==> src/pec_cfg.svh <==
`ifndef PEC_CFG_SVH
`define PEC_CFG_SVH
// register byte offsets (word aligned)
`define PEC_OFF_CTRL 12'h000
`define PEC_OFF_A_RISE 12'h010
`define PEC_OFF_A_FALL 12'h014
`define PEC_OFF_A_FLAG 12'h018
`define PEC_OFF_B_RISE 12'h020
`define PEC_OFF_B_FALL 12'h024
`define PEC_OFF_B_FLAG 12'h028
`define PEC_OFF_C_RISE 12'h030
`define PEC_OFF_C_FALL 12'h034
`define PEC_OFF_C_FLAG 12'h038
`define PEC_OFF_E_RISE 12'h040
`define PEC_OFF_E_FALL 12'h044
`define PEC_OFF_E_FLAG 12'h048
`define PEC_OFF_E_THRESH 12'h04c
// control register fields
`define PEC_CTRL_MASTER_BIT 3
`define PEC_CTRL_SUMMARY_BIT 0
// single-pin port
`define PEC_SINGLE_PIN_BIT 3
`define PEC_SINGLE_PIN_MASK 8'h08
// reset values
`define PEC_RST_EDGE_EN 8'h00
`define PEC_RST_FLAG 8'h00
`define PEC_RST_THRESH 8'h08
`endif

==> src/pec_pkg.sv <==
package pec_pkg;
  typedef enum logic [1:0] {
    PEC_REG_RISE = 2'h0,
    PEC_REG_FALL = 2'h1,
    PEC_REG_FLAG = 2'h2,
    PEC_REG_NONE = 2'h3
  } pec_reg_kind_t;

  typedef struct packed {
    logic [7:0] rise;
    logic [7:0] fall;
    logic [7:0] flag;
  } pec_port_regs_t;

  typedef struct packed {
    logic [11:0] addr;
    logic write;
    logic [31:0] wdata;
  } pec_apb_req_t;
endpackage

==> src/pec_top.sv <==
// Summary of operation
// - every pin of every port may detect change
// - interrupt only while master enable set
// - flags still set when master enable clear
// - per-pin rising detector with enable bit
// - per-pin falling detector with enable bit
// - both enables flag both edge directions
// - enabled edge sets flag, requests interrupt
// - summary flag is OR of pin flags
// - software clears flags by writing zero
// - edge during clearing write keeps flag set
// - change event wakes from sleep if enabled
// - flags updated before first instruction after wake
// - rise enables eight bits, reset zero
// - fall enables eight bits, reset zero
// - single-pin port implements only bit three
// - threshold select picks schmitt or ttl input
// - flags read/write, hardware set, reset zero
//
// Local design decisions: the APB slave port and the register addresses.
`timescale 1ns/1ps
`include "pec_cfg.svh"

module pec_top #(
  parameter int NPORT = 3
) (
  input wire logic CLK,
  input wire logic SYS_RST,
  input wire logic [8*NPORT-1:0] PORT_PINS,
  input wire logic SINGLE_PIN_SCHMITT,
  input wire logic SINGLE_PIN_TTL,
  input wire logic [11:0] PADDR,
  input wire logic PSEL,
  input wire logic PENABLE,
  input wire logic PWRITE,
  input wire logic [31:0] PWDATA,
  output logic [31:0] PRDATA,
  output logic PREADY,
  output logic PSLVERR,
  output logic CHANGE_IRQ,
  output logic WAKE_REQ
);
  localparam int NP = NPORT + 1;

  pec_pkg::pec_port_regs_t regs [NP];
  pec_pkg::pec_port_regs_t next_regs [NP];
  logic change_irq_master_enable;
  logic single_port_threshold_reg;
  logic [8*NP-1:0] sync1, sync2, prev;
  logic [8*NP-1:0] pin_raw;
  logic [1:0] single_sync1, single_sync2;
  logic [8*NP-1:0] cur_all;
  logic [7:0] impl_mask [NP];
  logic [7:0] rise_hit [NP];
  logic [7:0] fall_hit [NP];
  logic [NP-1:0] port_any;
  logic change_irq_summary_flag;
  logic [31:0] rd_word;
  logic rd_hit;
  logic apb_wr;
  pec_pkg::pec_apb_req_t req;

  // decodes a port-relative offset into its register kind
  function automatic pec_pkg::pec_reg_kind_t reg_kind(input logic [11:0] a, input logic [11:0] base);
    if (a == base) begin
      reg_kind = pec_pkg::PEC_REG_RISE;
    end else if (a == base + 12'h004) begin
      reg_kind = pec_pkg::PEC_REG_FALL;
    end else if (a == base + 12'h008) begin
      reg_kind = pec_pkg::PEC_REG_FLAG;
    end else begin
      reg_kind = pec_pkg::PEC_REG_NONE;
    end
  endfunction

  assign req = '{addr: PADDR, write: PWRITE, wdata: PWDATA};
  assign apb_wr = PSEL && PENABLE && req.write;

  // both threshold views are synchronised; selection happens after the flops
  wire single_pin = single_port_threshold_reg ? single_sync2[1] : single_sync2[0];
  assign pin_raw = {8'h00, PORT_PINS};
  assign cur_all = {4'h0, single_pin, 3'h0, sync2[8*NPORT-1:0]};

  // two flops before any logic reads the pins
  always_ff @(posedge CLK or posedge SYS_RST) begin
    if (SYS_RST) begin
      sync1 <= '0;
      sync2 <= '0;
      single_sync1 <= 2'h0;
      single_sync2 <= 2'h0;
      prev <= '0;
    end else begin
      sync1 <= pin_raw;
      sync2 <= sync1;
      single_sync1 <= {SINGLE_PIN_SCHMITT, SINGLE_PIN_TTL};
      single_sync2 <= single_sync1;
      prev <= cur_all;
    end
  end

  genvar g;
  generate
    for (g = 0; g < NP; g++) begin : gen_port
      wire [11:0] base = (g == NPORT) ? `PEC_OFF_E_RISE : (`PEC_OFF_A_RISE + 12'(g * 16));
      wire pec_pkg::pec_reg_kind_t kind = reg_kind(req.addr, base);
      wire [7:0] cur = cur_all[8*g+7:8*g];
      wire [7:0] old = prev[8*g+7:8*g];
      assign impl_mask[g] = (g == NPORT) ? `PEC_SINGLE_PIN_MASK : 8'hff;
      assign rise_hit[g] = regs[g].rise & cur & ~old;
      assign fall_hit[g] = regs[g].fall & ~cur & old;
      assign port_any[g] = |regs[g].flag;

      always_comb begin
        next_regs[g] = regs[g];
        if (apb_wr && kind == pec_pkg::PEC_REG_RISE) begin
          next_regs[g].rise = req.wdata[7:0] & impl_mask[g];
        end
        if (apb_wr && kind == pec_pkg::PEC_REG_FALL) begin
          next_regs[g].fall = req.wdata[7:0] & impl_mask[g];
        end
        if (apb_wr && kind == pec_pkg::PEC_REG_FLAG) begin
          next_regs[g].flag = req.wdata[7:0] & impl_mask[g];
        end
        // a new edge wins over a clearing write
        next_regs[g].flag = next_regs[g].flag | rise_hit[g] | fall_hit[g];
      end

      always_ff @(posedge CLK or posedge SYS_RST) begin
        if (SYS_RST) begin
          regs[g] <= '{rise: `PEC_RST_EDGE_EN, fall: `PEC_RST_EDGE_EN, flag: `PEC_RST_FLAG};
        end else begin
          regs[g] <= next_regs[g];
        end
      end
    end
  endgenerate

  assign change_irq_summary_flag = |port_any;

  // read mux
  always_comb begin
    rd_word = 32'h0;
    rd_hit = 1'b0;
    if (req.addr == `PEC_OFF_CTRL) begin
      rd_hit = 1'b1;
      rd_word[`PEC_CTRL_MASTER_BIT] = change_irq_master_enable;
      rd_word[`PEC_CTRL_SUMMARY_BIT] = change_irq_summary_flag;
    end else if (req.addr == `PEC_OFF_E_THRESH) begin
      rd_hit = 1'b1;
      rd_word[`PEC_SINGLE_PIN_BIT] = single_port_threshold_reg;
    end
    for (int i = 0; i < NP; i++) begin
      if (reg_kind(req.addr, (i == NPORT) ? `PEC_OFF_E_RISE : (`PEC_OFF_A_RISE + 12'(i * 16)))
          == pec_pkg::PEC_REG_RISE) begin
        rd_hit = 1'b1;
        rd_word[7:0] = regs[i].rise;
      end
      if (reg_kind(req.addr, (i == NPORT) ? `PEC_OFF_E_RISE : (`PEC_OFF_A_RISE + 12'(i * 16)))
          == pec_pkg::PEC_REG_FALL) begin
        rd_hit = 1'b1;
        rd_word[7:0] = regs[i].fall;
      end
      if (reg_kind(req.addr, (i == NPORT) ? `PEC_OFF_E_RISE : (`PEC_OFF_A_RISE + 12'(i * 16)))
          == pec_pkg::PEC_REG_FLAG) begin
        rd_hit = 1'b1;
        rd_word[7:0] = regs[i].flag;
      end
    end
  end

  // control, threshold and zero-wait-state apb answer
  always_ff @(posedge CLK or posedge SYS_RST) begin
    if (SYS_RST) begin
      change_irq_master_enable <= 1'b0;
      single_port_threshold_reg <= 1'b1;
      PREADY <= 1'b0;
      PRDATA <= 32'h0;
      PSLVERR <= 1'b0;
    end else begin
      if (apb_wr && req.addr == `PEC_OFF_CTRL) begin
        change_irq_master_enable <= req.wdata[`PEC_CTRL_MASTER_BIT];
      end
      if (apb_wr && req.addr == `PEC_OFF_E_THRESH) begin
        single_port_threshold_reg <= req.wdata[`PEC_SINGLE_PIN_BIT];
      end
      PREADY <= PSEL && !PENABLE;
      PRDATA <= rd_word;
      PSLVERR <= PSEL && !PENABLE && !rd_hit;
    end
  end

  // irq follows the flags one cycle later; flags are already set when the core wakes
  always_ff @(posedge CLK or posedge SYS_RST) begin
    if (SYS_RST) begin
      CHANGE_IRQ <= 1'b0;
      WAKE_REQ <= 1'b0;
    end else begin
      CHANGE_IRQ <= change_irq_master_enable & change_irq_summary_flag;
      WAKE_REQ <= change_irq_master_enable & change_irq_summary_flag;
    end
  end
endmodule

==> config.mk <==
export PLATFORM = sky130hd
export DESIGN_NAME = pec_top
export DESIGN_NICKNAME = d
export VERILOG_FILES = /design/src/pec_pkg.sv /design/src/pec_top.sv
export VERILOG_INCLUDE_DIRS = /design/src /design/src/src
export SDC_FILE = /design/constraint.sdc
export NUM_CORES = 1
export LEC_CHECK = 0
export ABC_CLOCK_PERIOD_IN_PS = 16500
export BUFFER_PORTS_ARGS = -buffer_cell sky130_fd_sc_hd__buf_2
export CORE_MARGIN = 3
export CORE_UTILIZATION = 37
export DETAILED_ROUTE_END_ITERATION = 16
export PLACE_DENSITY = 0.66
export SYNTH_ARGS = -nofsm -noshare
export SYNTH_HDL_FRONTEND = slang
export SYNTH_SLANG_ARGS = --single-unit
==> constraint.sdc <==
create_clock -name CLK -period 16.5 [get_ports CLK]
set_input_delay 2.475 -clock CLK [delete_from_list [all_inputs] [get_ports CLK]]
set_output_delay 2.475 -clock CLK [all_outputs]
set_load 0.02 [all_outputs]
==> Implementation_results.wiki <==
{| class="wikitable"
! Metric !! Value
|-
| # H-tree levels || 4
|-
| Peak supply drop || around 0.074 mV
|-
| Count of nets after finishing || 688
|-
| TNS Setup || 0 ns
|-
| Class of the tightest hold or removal check || flop to flop
|-
| Yosys warns || 0
|-
| Number of buffers created by CTS || 17
|-
| Number of I/O port buffers || 62
|-
| Maximum number of pins on one net before global-route repair || around 100
|-
| Number of flip-flops and latches in the synthesized netlist || roughly 170
|-
| Mean routed wirelength per cell || about 18 µm
|-
| Actual slew at the worst max-slew pin || about 1.2 ns
|-
| Antenna diode count || 0
|-
| Placed Instance Area || approximately 7300 µm²
|-
| Library cell with the largest summed area after synthesis || sky130_fd_sc_hd__dfrtp_1
|-
| Iter 0 DRT Violations || between 300 and 400
|-
| Leakage power of the design || 0.00348 µW
|-
| Max-slew headroom || between 20% and 30%
|-
| Predominant post-synthesis flop cell || sky130_fd_sc_hd__dfrtp_1
|-
| Worst-case clock skew || 0.0104 ns
|-
| Detailed route wirelength on metal3 || around 1000 µm
|-
| Vias in the first global route || approximately 4600
|-
| Total iterations of the first detailed-routing run || 5
|-
| Number of top-level design ports || roughly 110
|-
| Area share of the largest cell type after synthesis || between 50% and 60%
|-
| Largest register FFs || between 70 and 80
|-
| # Post-CTS Setup Buffers || 0
|-
| Critical Path Sink Type || flop
|-
| Avg Cell Area, Syn || around 13 µm²
|-
| Hold Fails Final Rpt || 0
|-
| Synth-to-Final Area Change || 15.1%
|-
| CP delay by family, top || simple AND/OR/NAND/NOR gates
|-
| Total standard cell area after synthesis || ~6900 µm²
|-
| Crit path launch type || primary input
|-
| Cells along the critical path || buf_2, nor4_1, nand2_1, or3_1, nor2_2, mux2_2
|-
| Fraction of the core area covered by cells at the end of the flow || around 44%
|-
| Post-synthesis async set-or-reset flop share || 100%
|-
| Routed wl met2 || 7500 µm
|-
| Status || finished clean
|-
| Remaining antenna violation count || 0
|-
| Max-slew violation count || 0
|-
| Highest attainable clock frequency || just over 200 MHz
|-
| Fin area || between 7000 and 8000 µm²
|-
| Biggest regs || regs (75), prev (25)
|-
| Routability Congestion || around 0.85
|-
| Number of enable flip-flop cells after synthesis || 0
|-
| Synthesized instance count || 548
|-
| Cell Rows || slightly below 50
|-
| Die Height || ~140 µm
|-
| Number of distinct library cells after synthesis || 52
|-
| Fraction of power consumed by the clock network || between 40 and 50%
|-
| Share of post-route cells with drive strength above 1 || between 20% and 30%
|-
| TritonCTS clock tree || done
|-
| Final routed wirelength across all metal layers || 15600 µm
|-
| GRT Total Usage || 16.0%
|-
| Bufs and invs on worst path || 1
|-
| CTS-repair resized insts || 0
|-
| Clock network latency to the later pin of the worst-skew pair || ~0.43 ns
|-
| Shortest clock period the worst path allows after layout || approximately 4.9 ns
|-
| Max FO, Critical Path || 21
|-
| Core footprint || between 15000 and 20000 µm²
|-
| Count of vias placed by the detailed router || around 4500
|-
| Arrival time worst endpoint || roughly 5.3 ns
|-
| Sw frac || approximately a quarter
|-
| Final hold slack || 0.344 ns
|-
| Reported max-cap violation count || 0
|-
| Clock slew at the register clock pins of the worst setup and hold paths || around 0.060 ns
|-
| HPWL Detailed || 10300 µm
|-
| Fin cells || between 800 and 900
|-
| Initial antenna violation count || 0
|-
| Worst endpoint required time || between 15 and 20 ns
|-
| Uppermost layer routed || met4
|-
| Slowest-stage cell, CP || sky130_fd_sc_hd__or3_1
|-
| R2R Setup Slk || about 14 ns
|-
| Power Dens Cells || approximately 110 nW/µm²
|-
| Die Area || 20200 µm²
|-
| RSZ-0062 raised after global routing || no
|-
| Count of unresolved DRC violations after routing || 0
|-
| Starting density of the core || a little under two fifths
|-
| Sequential share of power || 50.1%
|-
| Top cells by area in the synthesized netlist || sky130_fd_sc_hd__dfrtp_1, sky130_fd_sc_hd__mux2_2, sky130_fd_sc_hd__mux2i_1
|-
| Setup violations, final || 0
|-
| Psw || between 200 and 250 µW
|-
| Internal power component || roughly 640 µW
|-
| Vias/cell || 5.31
|-
| Placed Cells incl. Taps || ~820
|-
| Number of hold buffers added after cts || 0
|-
| Global-route wire length before repair || ~25000 µm
|-
| Portion of total power attributed to combinational logic || roughly 4.2%
|-
| X dimension of the die || between 100 and 150 µm
|-
| Crit share post-route || between 20% and 30%
|-
| Crit-path max cell delay || about 0.67 ns
|-
| WL met1 || between 6000 and 7000 µm
|-
| Register with the most flip-flops || regs
|-
| Critical Setup Path Class || primary input to flop
|-
| Share of synthesized area occupied by flip-flops and latches || approximately 60%
|-
| Clock sink count || about 170
|-
| Remaining global-route overflow || 0
|-
| Maximum number of buffers from clock root to sink || 2
|-
| Root Buffer Master || sky130_fd_sc_hd__clkbuf_16
|}
## stage by stage
stage | power, µW | setup slack [ns]
final | 838 | 11.55
after CTS | 848 | 11.62
after detailed placement | 463 | 11.17
after global routing | 871 | 11.44
after global placement | 462 | 11.18
after floorplan | 452 | 9.56
## cells in the final DEF, fill, tap and decap left out, types with 3 or more instances in the layout
master and count:
sky130_fd_sc_hd__o21ai_0 11, sky130_fd_sc_hd__buf_2 62, sky130_fd_sc_hd__mux2i_1 34, sky130_fd_sc_hd__conb_1 24, sky130_fd_sc_hd__nand3_1 5, sky130_fd_sc_hd__a22o_1 3, sky130_fd_sc_hd__a21o_1 5, sky130_fd_sc_hd__a2111oi_1 3
sky130_fd_sc_hd__nor3_1 15, sky130_fd_sc_hd__a31oi_1 4, sky130_fd_sc_hd__nand3b_1 23, sky130_fd_sc_hd__clkbuf_16 17, sky130_fd_sc_hd__mux2_2 51, sky130_fd_sc_hd__nor2_2 3, sky130_fd_sc_hd__nor4_1 7, sky130_fd_sc_hd__nand2_1 39
sky130_fd_sc_hd__inv_1 4, sky130_fd_sc_hd__nand2b_1 5, sky130_fd_sc_hd__o22ai_1 11, sky130_fd_sc_hd__nor2b_1 13, sky130_fd_sc_hd__o211ai_1 21, sky130_fd_sc_hd__dfrtp_1 164, sky130_fd_sc_hd__buf_4 4, sky130_fd_sc_hd__nor2_1 31
sky130_fd_sc_hd__a211o_1 4, sky130_fd_sc_hd__inv_6 3, sky130_fd_sc_hd__a21oi_1 15, sky130_fd_sc_hd__clkinv_2 3, sky130_fd_sc_hd__nor3_2 3
## per-layer routing
metal,up-vias,GRT usage (%)
li1,2076,-
met1,2262,20.9
met2,178,25.3
met3,24,4.97
met4,0,5.71
met5,-,0
## cell usage after synthesis (2+ instances only)
cell type                     n
sky130_fd_sc_hd__nand3_1      5
sky130_fd_sc_hd__nor2_1      31
sky130_fd_sc_hd__a22o_1       3
sky130_fd_sc_hd__o22ai_1     11
sky130_fd_sc_hd__nor3_2       3
sky130_fd_sc_hd__nand2_1     39
sky130_fd_sc_hd__o21ai_0     11
sky130_fd_sc_hd__buf_2        5
sky130_fd_sc_hd__nor3_1      15
sky130_fd_sc_hd__dfrtp_1    164
sky130_fd_sc_hd__o211ai_1    21
sky130_fd_sc_hd__a31oi_1      4
sky130_fd_sc_hd__a21o_1       5
sky130_fd_sc_hd__a211o_1      4
sky130_fd_sc_hd__buf_4       26
sky130_fd_sc_hd__nor4_4       2
sky130_fd_sc_hd__o21bai_1     2
sky130_fd_sc_hd__nor4_1       7
sky130_fd_sc_hd__nand2b_1     5
sky130_fd_sc_hd__mux2_2      51
sky130_fd_sc_hd__a22oi_1      2
sky130_fd_sc_hd__a21oi_1     15
sky130_fd_sc_hd__a2111oi_1    3
sky130_fd_sc_hd__inv_1        5
sky130_fd_sc_hd__nand3b_1    23
sky130_fd_sc_hd__buf_1        4
sky130_fd_sc_hd__mux2i_1     34
sky130_fd_sc_hd__clkbuf_1     8
sky130_fd_sc_hd__or3_1        2
sky130_fd_sc_hd__nor2_2       3
sky130_fd_sc_hd__nor2b_1     13
sky130_fd_sc_hd__nor3b_1      2
## cells by family after synthesis
| logic type | Yosys count | share of synthesized area, % |
|---|---|---|
| other | 1 | 0.0547 |
| buffers and inverters | 48 | 4.14 |
| AND/OR/NAND/NOR | 159 | 13.1 |
| multiplexers | 85 | 13.3 |
| AO/OA/AOI/OAI | 90 | 9.10 |
| flip-flops | 165 | 60.2 |
## worst reg2reg max path: cells and delay by family, from the launching register on
family / cells / cell delay [ns]
simple gates: 3 / 0.88
flops: 1 / 0.44
compound gates: 3 / 0.55
## area by class of cell
class / count / area (µm²)
Clock inverter: 14 / 150
Sequential cell: 165 / 4130
Multi-Input combinational cell: 358 / 2530
Timing Repair Buffer: 66 / 340
Inverter: 5 / 23.8
Clock buffer: 18 / 429
Fill cell: 1682 / 10200
Tap cell: 229 / 287
## path summary, 6_finish.rpt
path	start	to	cells past startpoint
min in group asynchronous	SYS_RST	sync2[21]	2
max in group asynchronous	SYS_RST	sync2[3]	3
setup / recovery	PADDR[9]	regs[84]	6
hold reg to reg	sync1[18]	sync2[18]	0
setup reg to reg	regs[73]	PRDATA[0]	6
hold / removal	sync1[18]	sync2[18]	0
## power groups by stage
stage	clock network [µW]	registers (µW)	logic (µW)
final	382	420	35.4
after global routing	410	421	39.7
after CTS	392	420	35.9
after detailed placement	0	428	35.7
after global placement	0	427	35.0
after floorplan	0	426	25.9
(Power assumes the default switching activity.)
